==> src/verilog/strobe_delay_pkg.sv <==
// Contract
// - Twelve pins form one strobe group; two fixed pins carry the strobe pair.
// - Incoming strobe is delayed by a programmable line before capturing data.
// - Read delay line is a slave calibrated by the master loop.
// - A nine-bit calibration code arrives from the master loop.
// - A second delay line makes phased write clocks for data and strobe.
// - A third delay line gives an adjustable write-leveling delay.
// - Read and write delays adjust at run time from core margin inputs.
// - Block generates read and write pointers for the input FIFO.
// - FIFO read pointer is three bits, shared by every cell in the group.
// - Pause stops the edge clock; core pauses for leveling and code updates.
// - Four-bit read clock select picks read clock source and polarity.
// - Read direction 0 raises the read code, 1 lowers it.
// - Enable 1, load select 0: move pulse loads signed nine-bit preload.
// - Load select 1: each move pulse steps counter per read direction.
// - Move pulse plus edge clock make one step of exactly one count.
// - Reset input clears strobe control logic in all operating modes.
// - Clock choice selects read delay cell output or slow system clock.
// - Write direction 0 raises the write code, 1 lowers it.
// - Dedicated input resets the smoothing counters of all three delays.
// - Block outputs a data-valid flag qualifying read data.
package strobe_delay_pkg;

  localparam int        GROUP_PINS   = 12;
  localparam int        STROBE_P_IDX = 0;
  localparam int        STROBE_N_IDX = 1;
  localparam int        CAL_W        = 9;
  localparam int        OFS_W        = 10;
  localparam int        PTR_W        = 3;
  localparam int        SEL_W        = 4;
  localparam int        READ_W       = 4;
  localparam int        TAP_W        = 4;
  localparam int        TAP_DEPTH    = 16;
  localparam int        SYNC_STAGES  = 3;
  localparam int        NUM_CH       = 3;
  localparam int        CH_READ      = 0;
  localparam int        CH_WRITE     = 1;
  localparam int        CH_LEVEL     = 2;
  localparam int        SCLK_DIV_W   = 2;
  localparam int        SMOOTH_W     = 3;
  localparam logic [2:0] SMOOTH_LAST = 3'h7;
  localparam logic [8:0] CODE_MAX    = 9'h1ff;
  localparam logic [9:0] OFS_RESET   = 10'h000;
  localparam logic [9:0] OFS_POS_MAX = 10'h1ff;
  localparam logic [9:0] OFS_NEG_MAX = 10'h201;
  localparam logic [2:0] PTR_RESET   = 3'h0;
  localparam logic [3:0] DQ_TAP_SHIFT = 4'h4;
  localparam logic [3:0] TAP_LAST    = 4'hf;

endpackage : strobe_delay_pkg

==> src/verilog/margin_counter.sv <==
`timescale 1ns/1ps
`default_nettype none
module margin_counter (
  // Clock and reset
  input  wire logic             mclk,
  input  wire logic             srst,
  // Control
  input  wire logic             smoothRst,
  input  wire logic             marginEn,
  input  wire logic             loadN,
  input  wire logic             step,
  input  wire logic             dir,
  input  wire logic             preSign,
  input  wire logic [8:0]       preMag,
  // Result
  output logic signed [9:0]     applied_r,
  output logic                  overflow_r
);

  logic signed [9:0] offset_r;
  logic signed [9:0] offset_nxt;
  logic signed [9:0] applied_nxt;
  logic              overflow_nxt;
  logic [2:0]        smooth_r;
  logic [2:0]        smooth_nxt;

  always_comb begin
    offset_nxt   = offset_r;
    overflow_nxt = overflow_r;
    applied_nxt  = applied_r;
    smooth_nxt   = smooth_r + 3'h1;
    if (step && marginEn) begin
      if (!loadN) begin
        // Sign-magnitude preload turned into two's complement
        offset_nxt = preSign ? -$signed({1'b0, preMag})
                             : $signed({1'b0, preMag});
      end else if (!dir) begin
        if (offset_r == $signed(strobe_delay_pkg::OFS_POS_MAX)) begin
          overflow_nxt = 1'b1;
        end else begin
          offset_nxt = offset_r + 10'sd1;
        end
      end else begin
        if (offset_r == $signed(strobe_delay_pkg::OFS_NEG_MAX)) begin
          overflow_nxt = 1'b1;
        end else begin
          offset_nxt = offset_r - 10'sd1;
        end
      end
    end
    // Applied code walks one count per smoothing period to avoid glitches
    if (smoothRst) begin
      smooth_nxt  = '0;
      applied_nxt = offset_r;
    end else if (smooth_r == strobe_delay_pkg::SMOOTH_LAST) begin
      if (applied_r < offset_r) begin
        applied_nxt = applied_r + 10'sd1;
      end else if (applied_r > offset_r) begin
        applied_nxt = applied_r - 10'sd1;
      end
    end
  end

  always_ff @(posedge mclk) begin
    if (srst) begin
      offset_r   <= strobe_delay_pkg::OFS_RESET;
      applied_r  <= strobe_delay_pkg::OFS_RESET;
      overflow_r <= 1'b0;
      smooth_r   <= '0;
    end else begin
      offset_r   <= offset_nxt;
      applied_r  <= applied_nxt;
      overflow_r <= overflow_nxt;
      smooth_r   <= smooth_nxt;
    end
  end

endmodule : margin_counter
`default_nettype wire

==> src/verilog/strobe_delay_block.sv <==
`timescale 1ns/1ps
`default_nettype none
module strobe_delay_block (
  // Clock and reset
  input  wire logic        mclk,
  input  wire logic        srst,
  // Pins from outside the clock domain
  input  wire logic        strobeInput,
  input  wire logic        edgeClockIn,
  // Calibration from the master loop
  input  wire logic [8:0]  calibrationCode,
  // Core control
  input  wire logic        pause,
  input  wire logic [3:0]  readClockSelect,
  input  wire logic [3:0]  readIndication,
  input  wire logic        captureClockChoice,
  input  wire logic        smoothingCounterReset,
  // Read margin
  input  wire logic        readMarginEnable,
  input  wire logic        readPreloadSelectN,
  input  wire logic        readStepPulse,
  input  wire logic        readStepDirection,
  input  wire logic        readPreloadSign,
  input  wire logic [8:0]  readPreloadMagnitude,
  // Write margin
  input  wire logic        writeMarginEnable,
  input  wire logic        writePreloadSelectN,
  input  wire logic        writeStepPulse,
  input  wire logic        writeStepDirection,
  input  wire logic        writePreloadSign,
  input  wire logic [8:0]  writePreloadMagnitude,
  // Write-leveling margin
  input  wire logic        levelMarginEnable,
  input  wire logic        levelPreloadSelectN,
  input  wire logic        levelStepPulse,
  input  wire logic        levelStepDirection,
  // Clocks to the cells
  output logic             captureStrobe_r,
  output logic             captureClock_r,
  output logic             readClock_r,
  output logic             strobeWriteClock_r,
  output logic             dataWriteClock_r,
  output logic             levelClock_r,
  output logic             edgeClockOut_r,
  // FIFO control and status
  output logic [2:0]       fifoReadPointer_r,
  output logic [2:0]       fifoWritePointer_r,
  output logic             readValidFlag_r,
  output logic             readOverflow_r,
  output logic [8:0]       readCode_r,
  output logic [11:0]      strobePinMap_r
);

  // ****************************************************************
  // Pin synchronisers
  // ****************************************************************
  localparam int NPIN = 2;
  logic [2:0] pinSync_r   [NPIN];
  logic [2:0] pinSync_nxt [NPIN];
  logic [NPIN-1:0] pinLevel_r;
  logic [NPIN-1:0] pinLevel_nxt;
  logic [NPIN-1:0] pinRaw;

  assign pinRaw = {edgeClockIn, strobeInput};

  genvar gp;
  generate
    for (gp = 0; gp < NPIN; gp++) begin : g_pin
      always_comb begin
        pinSync_nxt[gp]  = {pinSync_r[gp][1:0], pinRaw[gp]};
        pinLevel_nxt[gp] = pinLevel_r[gp];
        // Change taken only once stages two and three agree
        if (pinSync_r[gp][1] == pinSync_r[gp][2]) begin
          pinLevel_nxt[gp] = pinSync_r[gp][2];
        end
      end
      always_ff @(posedge mclk) begin
        if (srst) begin
          pinSync_r[gp]  <= '0;
          pinLevel_r[gp] <= 1'b0;
        end else begin
          pinSync_r[gp]  <= pinSync_nxt[gp];
          pinLevel_r[gp] <= pinLevel_nxt[gp];
        end
      end
    end
  endgenerate

  // ****************************************************************
  // Edge clock gating and slow clock divider
  // ****************************************************************
  logic       eclkGated_nxt;
  logic       eclkRise;
  logic [1:0] sclkDiv_r;
  logic [1:0] sclkDiv_nxt;
  logic       sysClk;

  always_comb begin
    eclkGated_nxt = pinLevel_r[1] & ~pause;
    eclkRise      = eclkGated_nxt & ~edgeClockOut_r;
    sclkDiv_nxt   = sclkDiv_r + 2'h1;
    sysClk        = sclkDiv_r[strobe_delay_pkg::SCLK_DIV_W-1];
  end

  always_ff @(posedge mclk) begin
    if (srst) begin
      edgeClockOut_r <= 1'b0;
      sclkDiv_r      <= '0;
    end else begin
      edgeClockOut_r <= eclkGated_nxt;
      sclkDiv_r      <= sclkDiv_nxt;
    end
  end

  // ****************************************************************
  // Margin counters, one per delay line
  // ****************************************************************
  logic [2:0] movePulse;
  logic [2:0] moveDir;
  logic [2:0] moveEn;
  logic [2:0] moveLoadN;
  logic [2:0] moveStep;
  logic [2:0] moveDone_r;
  logic [2:0] moveDone_nxt;
  logic       moveSign    [3];
  logic [8:0] moveMag     [3];
  logic signed [9:0] chOffset [3];
  logic [2:0] chOverflow;

  assign movePulse = {levelStepPulse, writeStepPulse, readStepPulse};
  assign moveDir   = {levelStepDirection, writeStepDirection,
                      readStepDirection};
  assign moveEn    = {levelMarginEnable, writeMarginEnable,
                      readMarginEnable};
  assign moveLoadN = {levelPreloadSelectN, writePreloadSelectN,
                      readPreloadSelectN};
  assign moveSign[0] = readPreloadSign;
  assign moveSign[1] = writePreloadSign;
  assign moveSign[2] = 1'b0;
  assign moveMag[0]  = readPreloadMagnitude;
  assign moveMag[1]  = writePreloadMagnitude;
  // Leveling load clears its counter to zero
  assign moveMag[2]  = 9'h000;

  genvar gc;
  generate
    for (gc = 0; gc < strobe_delay_pkg::NUM_CH; gc++) begin : g_ch
      always_comb begin
        // One step per pulse, aligned to an edge-clock rise
        moveStep[gc]     = movePulse[gc] & ~moveDone_r[gc] & eclkRise;
        moveDone_nxt[gc] = movePulse[gc] & (moveDone_r[gc] | eclkRise);
      end
      always_ff @(posedge mclk) begin
        if (srst) begin
          moveDone_r[gc] <= 1'b0;
        end else begin
          moveDone_r[gc] <= moveDone_nxt[gc];
        end
      end
      margin_counter u_cnt (
        .mclk       (mclk),
        .srst       (srst),
        .smoothRst  (smoothingCounterReset),
        .marginEn   (moveEn[gc]),
        .loadN      (moveLoadN[gc]),
        .step       (moveStep[gc]),
        .dir        (moveDir[gc]),
        .preSign    (moveSign[gc]),
        .preMag     (moveMag[gc]),
        .applied_r  (chOffset[gc]),
        .overflow_r (chOverflow[gc])
      );
    end
  endgenerate

  // ****************************************************************
  // Delay codes: calibration plus margin offset, saturated
  // ****************************************************************
  function automatic logic [8:0] addCode(input logic [8:0] base,
                                         input logic signed [9:0] ofs);
    logic signed [11:0] sum;
    sum = $signed({3'b000, base}) + $signed({{2{ofs[9]}}, ofs});
    if (sum < 12'sd0) begin
      addCode = 9'h000;
    end else if (sum > $signed({3'b000, strobe_delay_pkg::CODE_MAX})) begin
      addCode = strobe_delay_pkg::CODE_MAX;
    end else begin
      addCode = sum[8:0];
    end
  endfunction : addCode

  function automatic logic [3:0] satTap(input logic [3:0] a,
                                        input logic [3:0] b);
    logic [4:0] s;
    s = {1'b0, a} + {1'b0, b};
    satTap = s[4] ? strobe_delay_pkg::TAP_LAST : s[3:0];
  endfunction : satTap

  logic [8:0] readCode;
  logic [8:0] writeCode;
  logic [8:0] levelCode;
  logic [3:0] readTap;
  logic [3:0] writeTap;
  logic [3:0] levelTap;
  logic [3:0] selTap;

  always_comb begin
    // Slave lines take their scale from the master loop's code
    readCode  = addCode(calibrationCode, chOffset[0]);
    writeCode = addCode(calibrationCode, chOffset[1]);
    levelCode = addCode(calibrationCode, chOffset[2]);
    readTap   = readCode[8:5];
    writeTap  = writeCode[8:5];
    levelTap  = levelCode[8:5];
    selTap    = satTap(readTap, {1'b0, readClockSelect[3:1]});
  end

  // ****************************************************************
  // Tapped delay lines
  // ****************************************************************
  logic [15:0] strobeLine_r;
  logic [15:0] strobeLine_nxt;
  logic [15:0] eclkLine_r;
  logic [15:0] eclkLine_nxt;
  logic        capture_nxt;
  logic        captureRise;

  always_comb begin
    strobeLine_nxt = {strobeLine_r[14:0], pinLevel_r[0]};
    eclkLine_nxt   = {eclkLine_r[14:0], edgeClockOut_r};
    capture_nxt    = strobeLine_r[readTap];
    captureRise    = capture_nxt & ~captureStrobe_r;
  end

  always_ff @(posedge mclk) begin
    if (srst) begin
      strobeLine_r       <= '0;
      eclkLine_r         <= '0;
      captureStrobe_r    <= 1'b0;
      captureClock_r     <= 1'b0;
      readClock_r        <= 1'b0;
      strobeWriteClock_r <= 1'b0;
      dataWriteClock_r   <= 1'b0;
      levelClock_r       <= 1'b0;
      readCode_r         <= '0;
      readOverflow_r     <= 1'b0;
    end else begin
      strobeLine_r       <= strobeLine_nxt;
      eclkLine_r         <= eclkLine_nxt;
      captureStrobe_r    <= capture_nxt;
      captureClock_r     <= captureClockChoice ? sysClk : capture_nxt;
      readClock_r        <= strobeLine_r[selTap] ^ readClockSelect[0];
      strobeWriteClock_r <= eclkLine_r[writeTap];
      dataWriteClock_r   <=
        eclkLine_r[satTap(writeTap, strobe_delay_pkg::DQ_TAP_SHIFT)];
      levelClock_r       <= eclkLine_r[levelTap];
      readCode_r         <= readCode;
      readOverflow_r     <= chOverflow[0];
    end
  end

  // ****************************************************************
  // FIFO pointers and data valid
  // ****************************************************************
  logic       readActive;
  logic [2:0] wrPtr_nxt;
  logic [2:0] rdPtr_nxt;
  logic       valid_nxt;

  always_comb begin
    readActive = |readIndication;
    wrPtr_nxt  = fifoWritePointer_r;
    rdPtr_nxt  = fifoReadPointer_r;
    valid_nxt  = 1'b0;
    if (captureRise) begin
      wrPtr_nxt = fifoWritePointer_r + 3'h1;
    end
    // Drain only entries already written; avoids reading stale cells
    if (eclkRise && readActive &&
        (fifoReadPointer_r != fifoWritePointer_r)) begin
      rdPtr_nxt = fifoReadPointer_r + 3'h1;
      valid_nxt = 1'b1;
    end
  end

  always_ff @(posedge mclk) begin
    if (srst) begin
      fifoWritePointer_r <= strobe_delay_pkg::PTR_RESET;
      fifoReadPointer_r  <= strobe_delay_pkg::PTR_RESET;
      readValidFlag_r    <= 1'b0;
      strobePinMap_r     <= '0;
    end else begin
      fifoWritePointer_r <= wrPtr_nxt;
      fifoReadPointer_r  <= rdPtr_nxt;
      readValidFlag_r    <= valid_nxt;
      strobePinMap_r     <=
        12'h001 << strobe_delay_pkg::STROBE_P_IDX |
        12'h001 << strobe_delay_pkg::STROBE_N_IDX;
    end
  end

endmodule : strobe_delay_block
`default_nettype wire

==> config.mk <==
export PLATFORM = sky130hd
export DESIGN_NAME = strobe_delay_block
export DESIGN_NICKNAME = d
export VERILOG_FILES = /design/src/verilog/strobe_delay_pkg.sv /design/src/verilog/margin_counter.sv /design/src/verilog/strobe_delay_block.sv
export SDC_FILE = /design/constraint.sdc
export NUM_CORES = 1
export LEC_CHECK = 0
export BUFFER_PORTS_ARGS = -buffer_cell sky130_fd_sc_hd__buf_4
export CORE_ASPECT_RATIO = 0.75
export CORE_MARGIN = 2
export CORE_UTILIZATION = 25
export DETAILED_ROUTE_END_ITERATION = 8
export GPL_ROUTABILITY_DRIVEN = 0
export PLACE_DENSITY_LB_ADDON = 0.25
export SYNTH_ARGS = -nofsm -noshare
export SYNTH_HDL_FRONTEND = slang
export SYNTH_HIERARCHICAL = 1
export SYNTH_SLANG_ARGS = --single-unit
==> constraint.sdc <==
create_clock -name mclk -period 5 [get_ports mclk]
set_input_delay 0.25 -clock mclk [delete_from_list [all_inputs] [get_ports mclk]]
set_output_delay 0.25 -clock mclk [all_outputs]
set_load 0.02 [all_outputs]
==> run metrics, run 1 <==
status finished clean; worst-path fanout max 6; number of global-route vias before repair 9934; Layout Area Growth over Synthesis 15.8%; CP required 5.34 ns; crit path to readClock_r; RR Endpoint readClock_r; Clock Root Buffer clkbuf_16; commonest cells after routing, fill and taps aside dfxtp_1, nor2_1, ha_1, buf_4, nand2_1; Setup crit start g_ch[0].u_cnt/applied_r[0]; # IOs 92; Worst setup EP type register; R2R depth 16; worst-margin pin slew 0.990 ns; via count 10659; initial core utilization about a quarter; Fillers 4924; most common cell after layout, fill and taps aside dfxtp_1; crit-path cells ha_1 > inv_1 > fa_1 > nor2b_4 > o2111ai_1 > nand2_1 > a221oi_2 > nor2_1 > ha_1 > fa_1 > mux4_2 > or2_2 > a32o_1 > a32o_1 > mux2i_1 > mux2_1; DRC violations left 0; CP max stage cell a221oi_2; Reg2Reg Setup Slack 0.23 ns; synth warn 6; Antenna Cells 0; crit path launch type register; final number of setup-violating endpoints 0; Relative slew margins 33.9%; die width 253 µm; die height 191 µm; Post-CTS Setup Bufs 0; Worst path max stage delay 0.55 ns; Hold Startpoint readStepPulse; first-pass GRT wire length between 50 and 60 mm; Post-Syn Area per Cell between 8 and 9 µm²; clock sinks between 100 and 150; WP buf/inv 1; max-slew violation count 0; DR iter-0 viols roughly 740; final HPWL from detailed placement 26.3 mm; DIE AREA 0.0483 mm²; kind of critical path register to register; GRT overflow 0; H-Tree Depth 4; share of layout cells above drive strength 1 13.1%; Crit Reg-Reg Startpoint g_ch[0].u_cnt/applied_r[0]; Worst-Skew Late Latency 0.46 ns; cts bufs inserted 17; placed cells slightly above 2000; Max Cap Violations 0; GRT Resource Usage Total approximately 14%; I/O Buffers 81; Tightest Hold Check Type primary input to register; period utilization a little over nine tenths; Power Total 3.39 mW; Final Hold Viols 0; largest net degree at the start of global routing 73; final net count 1652; drt pass-1 iters 5; area of the mapped netlist 0.0116 mm²; Cells after Synth 1409; post-layout min period 4.77 ns; maximum root-to-sink buffer count 2; post_cts resized 0; Clock transition at path regs about 0.070 ns; RSZ-0062 raised after global routing no; CP arrival 5.12 ns; num rows approximately 70; final setup TNS 0 ns; CTS tree yes; Final Non-Filler Cells roughly 2100; wirelength, routed ~34 mm; core area 0.0459 mm²; Leakage between 5 and 6 nW; initial antenna violation count 0; Max VDD drop 0.256 mV; Worst path top cell family by delay compound AO/OA/AOI/OAI gates; drt wl/cell 16.3 µm; fmax 209 MHz; PwrDens 252 mW/mm²; WP depth 16; vias per std cell 5.08; Hold-fix buffers, CTS 2; count of antenna-violating nets left after detailed routing 0; final setup skew between 0.01 and 0.015 ns
-- metal layers --
metal  track usage [%]  up-vias  routed length, µm
met5                 0        -                  0
met4              4.35        0                485
met3              2.40       31               1420
met2              21.3      229              14800
met1              20.5     5052              17500
li1                  -     5347                  -
-- cell type report --
type	count	area, µm²	share of cell area, %
Multi-Input combinational cell	1156	8280	61.5
Sequential cell	140	2800	20.8
Timing Repair Buffer	97	746	5.53
Tap cell	595	744	5.53
Clock buffer	17	425	3.16
Inverter	79	297	2.20
Clock inverter	15	178	1.32
-- registers in the layout (all words and copies together), names as in the netlist, 2 cells and up --
register,cells
g_ch.u_cnt/smooth_r,9
readCode_r,9
pinLevel_r,2
fifoReadPointer_r,3
sclkDiv_r,2
fifoWritePointer_r,3
moveDone_r,3
eclkLine_r,16
pinSync_r,6
g_ch.u_cnt/offset_r,30
g_ch.u_cnt/applied_r,30
strobeLine_r,16
-- power breakdown --
part,switching (mW),leakage (nW),total [mW],internal (mW)
combinational,0.505,3.87,0.873,0.367
clock,0.576,0.293,1.33,0.753
sequential,0.0386,1.14,1.19,1.15
-- metrics by stage --
stage / hold WS (ns) / area [µm²] / setup slack, ns / util, %
CTS: 0.00744 / 13500 / 0.224 / 29.3
global placement: 0.420 / 12800 / 0.353 / 28.0
detailed placement: 0.421 / 12800 / 0.250 / 28.0
global route: 0.0319 / 13500 / 0.0329 / 29.3
floorplan: 0.327 / 11800 / 0.405 / -
finish: 0.0330 / 13500 / 0.227 / 29.3
-- worst min-delay path by stage --
| stage | to | slack [ns] | cells past startpoint |
|---|---|---|---|
| finish | moveDone_r[0] | 0.03 | 2 |
| global route | moveDone_r[0] | 0.03 | 2 |
| CTS | moveDone_r[0] | 0.007 | 2 |
| detailed placement | g_ch[0].u_cnt/smooth_r[0] | 0.42 | 1 |
| global placement | g_ch[1].u_cnt/smooth_r[0] | 0.42 | 1 |
| floorplan | g_ch[0].u_cnt/smooth_r[0] | 0.33 | 1 |
Note: power is estimated with default switching activity, not from simulation.
==> inputs of run 2 (changes only) <==
- MAX_ROUTING_LAYER: not set -> met4
==> run 2 against run 1 <==
Global-route usage rose by 0.39 points; count of clock-buffer cells in the layout did not move; die area did not move; sequential cell count did not move; worst setup slack got worse by 0.0069 ns; total power barely moved; critical path depth did not move; final cell count did not move; largest power group unchanged.
==> run metrics, run 2 (synthesis gave the netlist of run 1 again) <==
Post-CTS Setup Bufs 0; largest net degree at the start of global routing 73; worst-margin pin slew between 0.9 and 1 ns; CTS tree yes; initial antenna violation count 0; H-Tree Depth 4; Hold WS 0.0326 ns; number of global-route vias before repair 9957; drt pass-1 iters 7; via count 10666; clock sinks 140; GRT overflow 0; Worst-Skew Late Latency 0.46 ns; Relative slew margins 35.9%; R2R depth 16; Clock Root Buffer clkbuf_16; period utilization between 90% and 100%; CP arrival 5.12 ns; first-pass GRT wire length ~55 mm; final HPWL from detailed placement 26.3 mm; CP required between 5 and 6 ns; PwrDens 252 mW/mm²; final setup TNS 0 ns; status finished clean; worst-path fanout max 6; final number of setup-violating endpoints 0; wirelength, routed 34.2 mm; DIE AREA 0.0483 mm²; Tightest Hold Check Type primary input to register; max-slew violation count 0; worst hold stages 2; Clock transition at path regs 0.07 ns; core area 0.0459 mm²; GRT Resource Usage Total 14.6%; RSZ-0062 raised after global routing no; fmax 209 MHz; initial core utilization 25.3%; Layout Area Growth over Synthesis 15.8%; Power Total 3.39 mW; DRC violations left 0; Antenna Cells 0; count of antenna-violating nets left after detailed routing 0; Final Hold Viols 0; final net count 1652; drt wl/cell 16.3 µm; die height 191 µm; cts bufs inserted 17; post-layout min period ~4.8 ns; die width 253 µm; most common cell after layout, fill and taps aside dfxtp_1; share of layout cells above drive strength 1 13.1%; num rows around 70; # IOs 92; Max Cap Violations 0; Final WS setup 0.220 ns; DR iter-0 viols approximately 850; maximum root-to-sink buffer count 2; commonest cells after routing, fill and taps aside dfxtp_1, nor2_1, ha_1, buf_4, nand2_1; biggest regs g_ch.u_cnt/applied_r: 30 flops, g_ch.u_cnt/offset_r: 30 flops; vias per std cell 5.08; crit path launch type register; Max VDD drop 0.256 mV; final setup skew 0.0135 ns; Leakage 5.30 nW; Worst setup EP type register; Placement Setup Slack 0.250 ns; I/O Buffers 81; kind of critical path register to register
==> run 2: cell type report <==
type | instances | area (µm²)
timing repair buffer | 97 | 746
inverter | 79 | 297
clock buffer | 17 | 425
fill | 4924 | 32500
clock inverter | 15 | 178
multi-input combinational | 1156 | 8280
tap | 595 | 744
sequential | 140 | 2800
==> run 2: final timing paths <==
check | startpoint | end | slack (ns)
setup / recovery | g_ch[0].u_cnt/applied_r[0] | readClock_r | 0.22
hold / removal | readStepPulse | moveDone_r[0] | 0.03
setup reg to reg | g_ch[0].u_cnt/applied_r[0] | readClock_r | 0.22
hold reg to reg | g_ch[1].u_cnt/smooth_r[0] | g_ch[1].u_cnt/smooth_r[0] | 0.43
==> run 2: what timing repair did <==
action,CTS,global route
setup endpoints to repair,0,0
gates resized for setup,0,0
hold endpoints to repair,2,0
hold buffers,2,0
==> run 2: metrics by stage <==
step                      area [µm²]  instances  util (%)
after CTS                      13500       2099      29.3
after floorplan                11800       1446         -
final                          13500       2099      29.3
after detailed placement       12800       2065      28.0
after global placement         12800       2065      28.0
after global routing           13500       2099      29.3
==> run 2: metal layers <==
layer	global-route usage [%]	up-vias	part of all wire [%]
li1	-	5352	-
met1	20.4	5060	51
met2	21.3	220	43
met3	2.36	34	4.1
met4	4.42	0	1.5
met5	-	-	0
==> run 2: where the power goes <==
part,internal [mW],leakage (nW),switching [mW]
Sequential,1.15,1.14,0.0384
Clock,0.753,0.293,0.576
Combinational,0.367,3.87,0.506
==> run 2: critical path, stage by stage (launching register included) <==
cell and delay [ns]:
dfxtp_1 0.37, ha_1 0.25, inv_1 0.08, fa_1 0.25, nor2b_4 0.07, o2111ai_1 0.29
nand2_1 0.15, a221oi_2 0.55, nor2_1 0.12, ha_1 0.24, fa_1 0.55, mux4_2 0.51
or2_2 0.30, a32o_1 0.26, a32o_1 0.20, mux2i_1 0.16, mux2_1 0.33
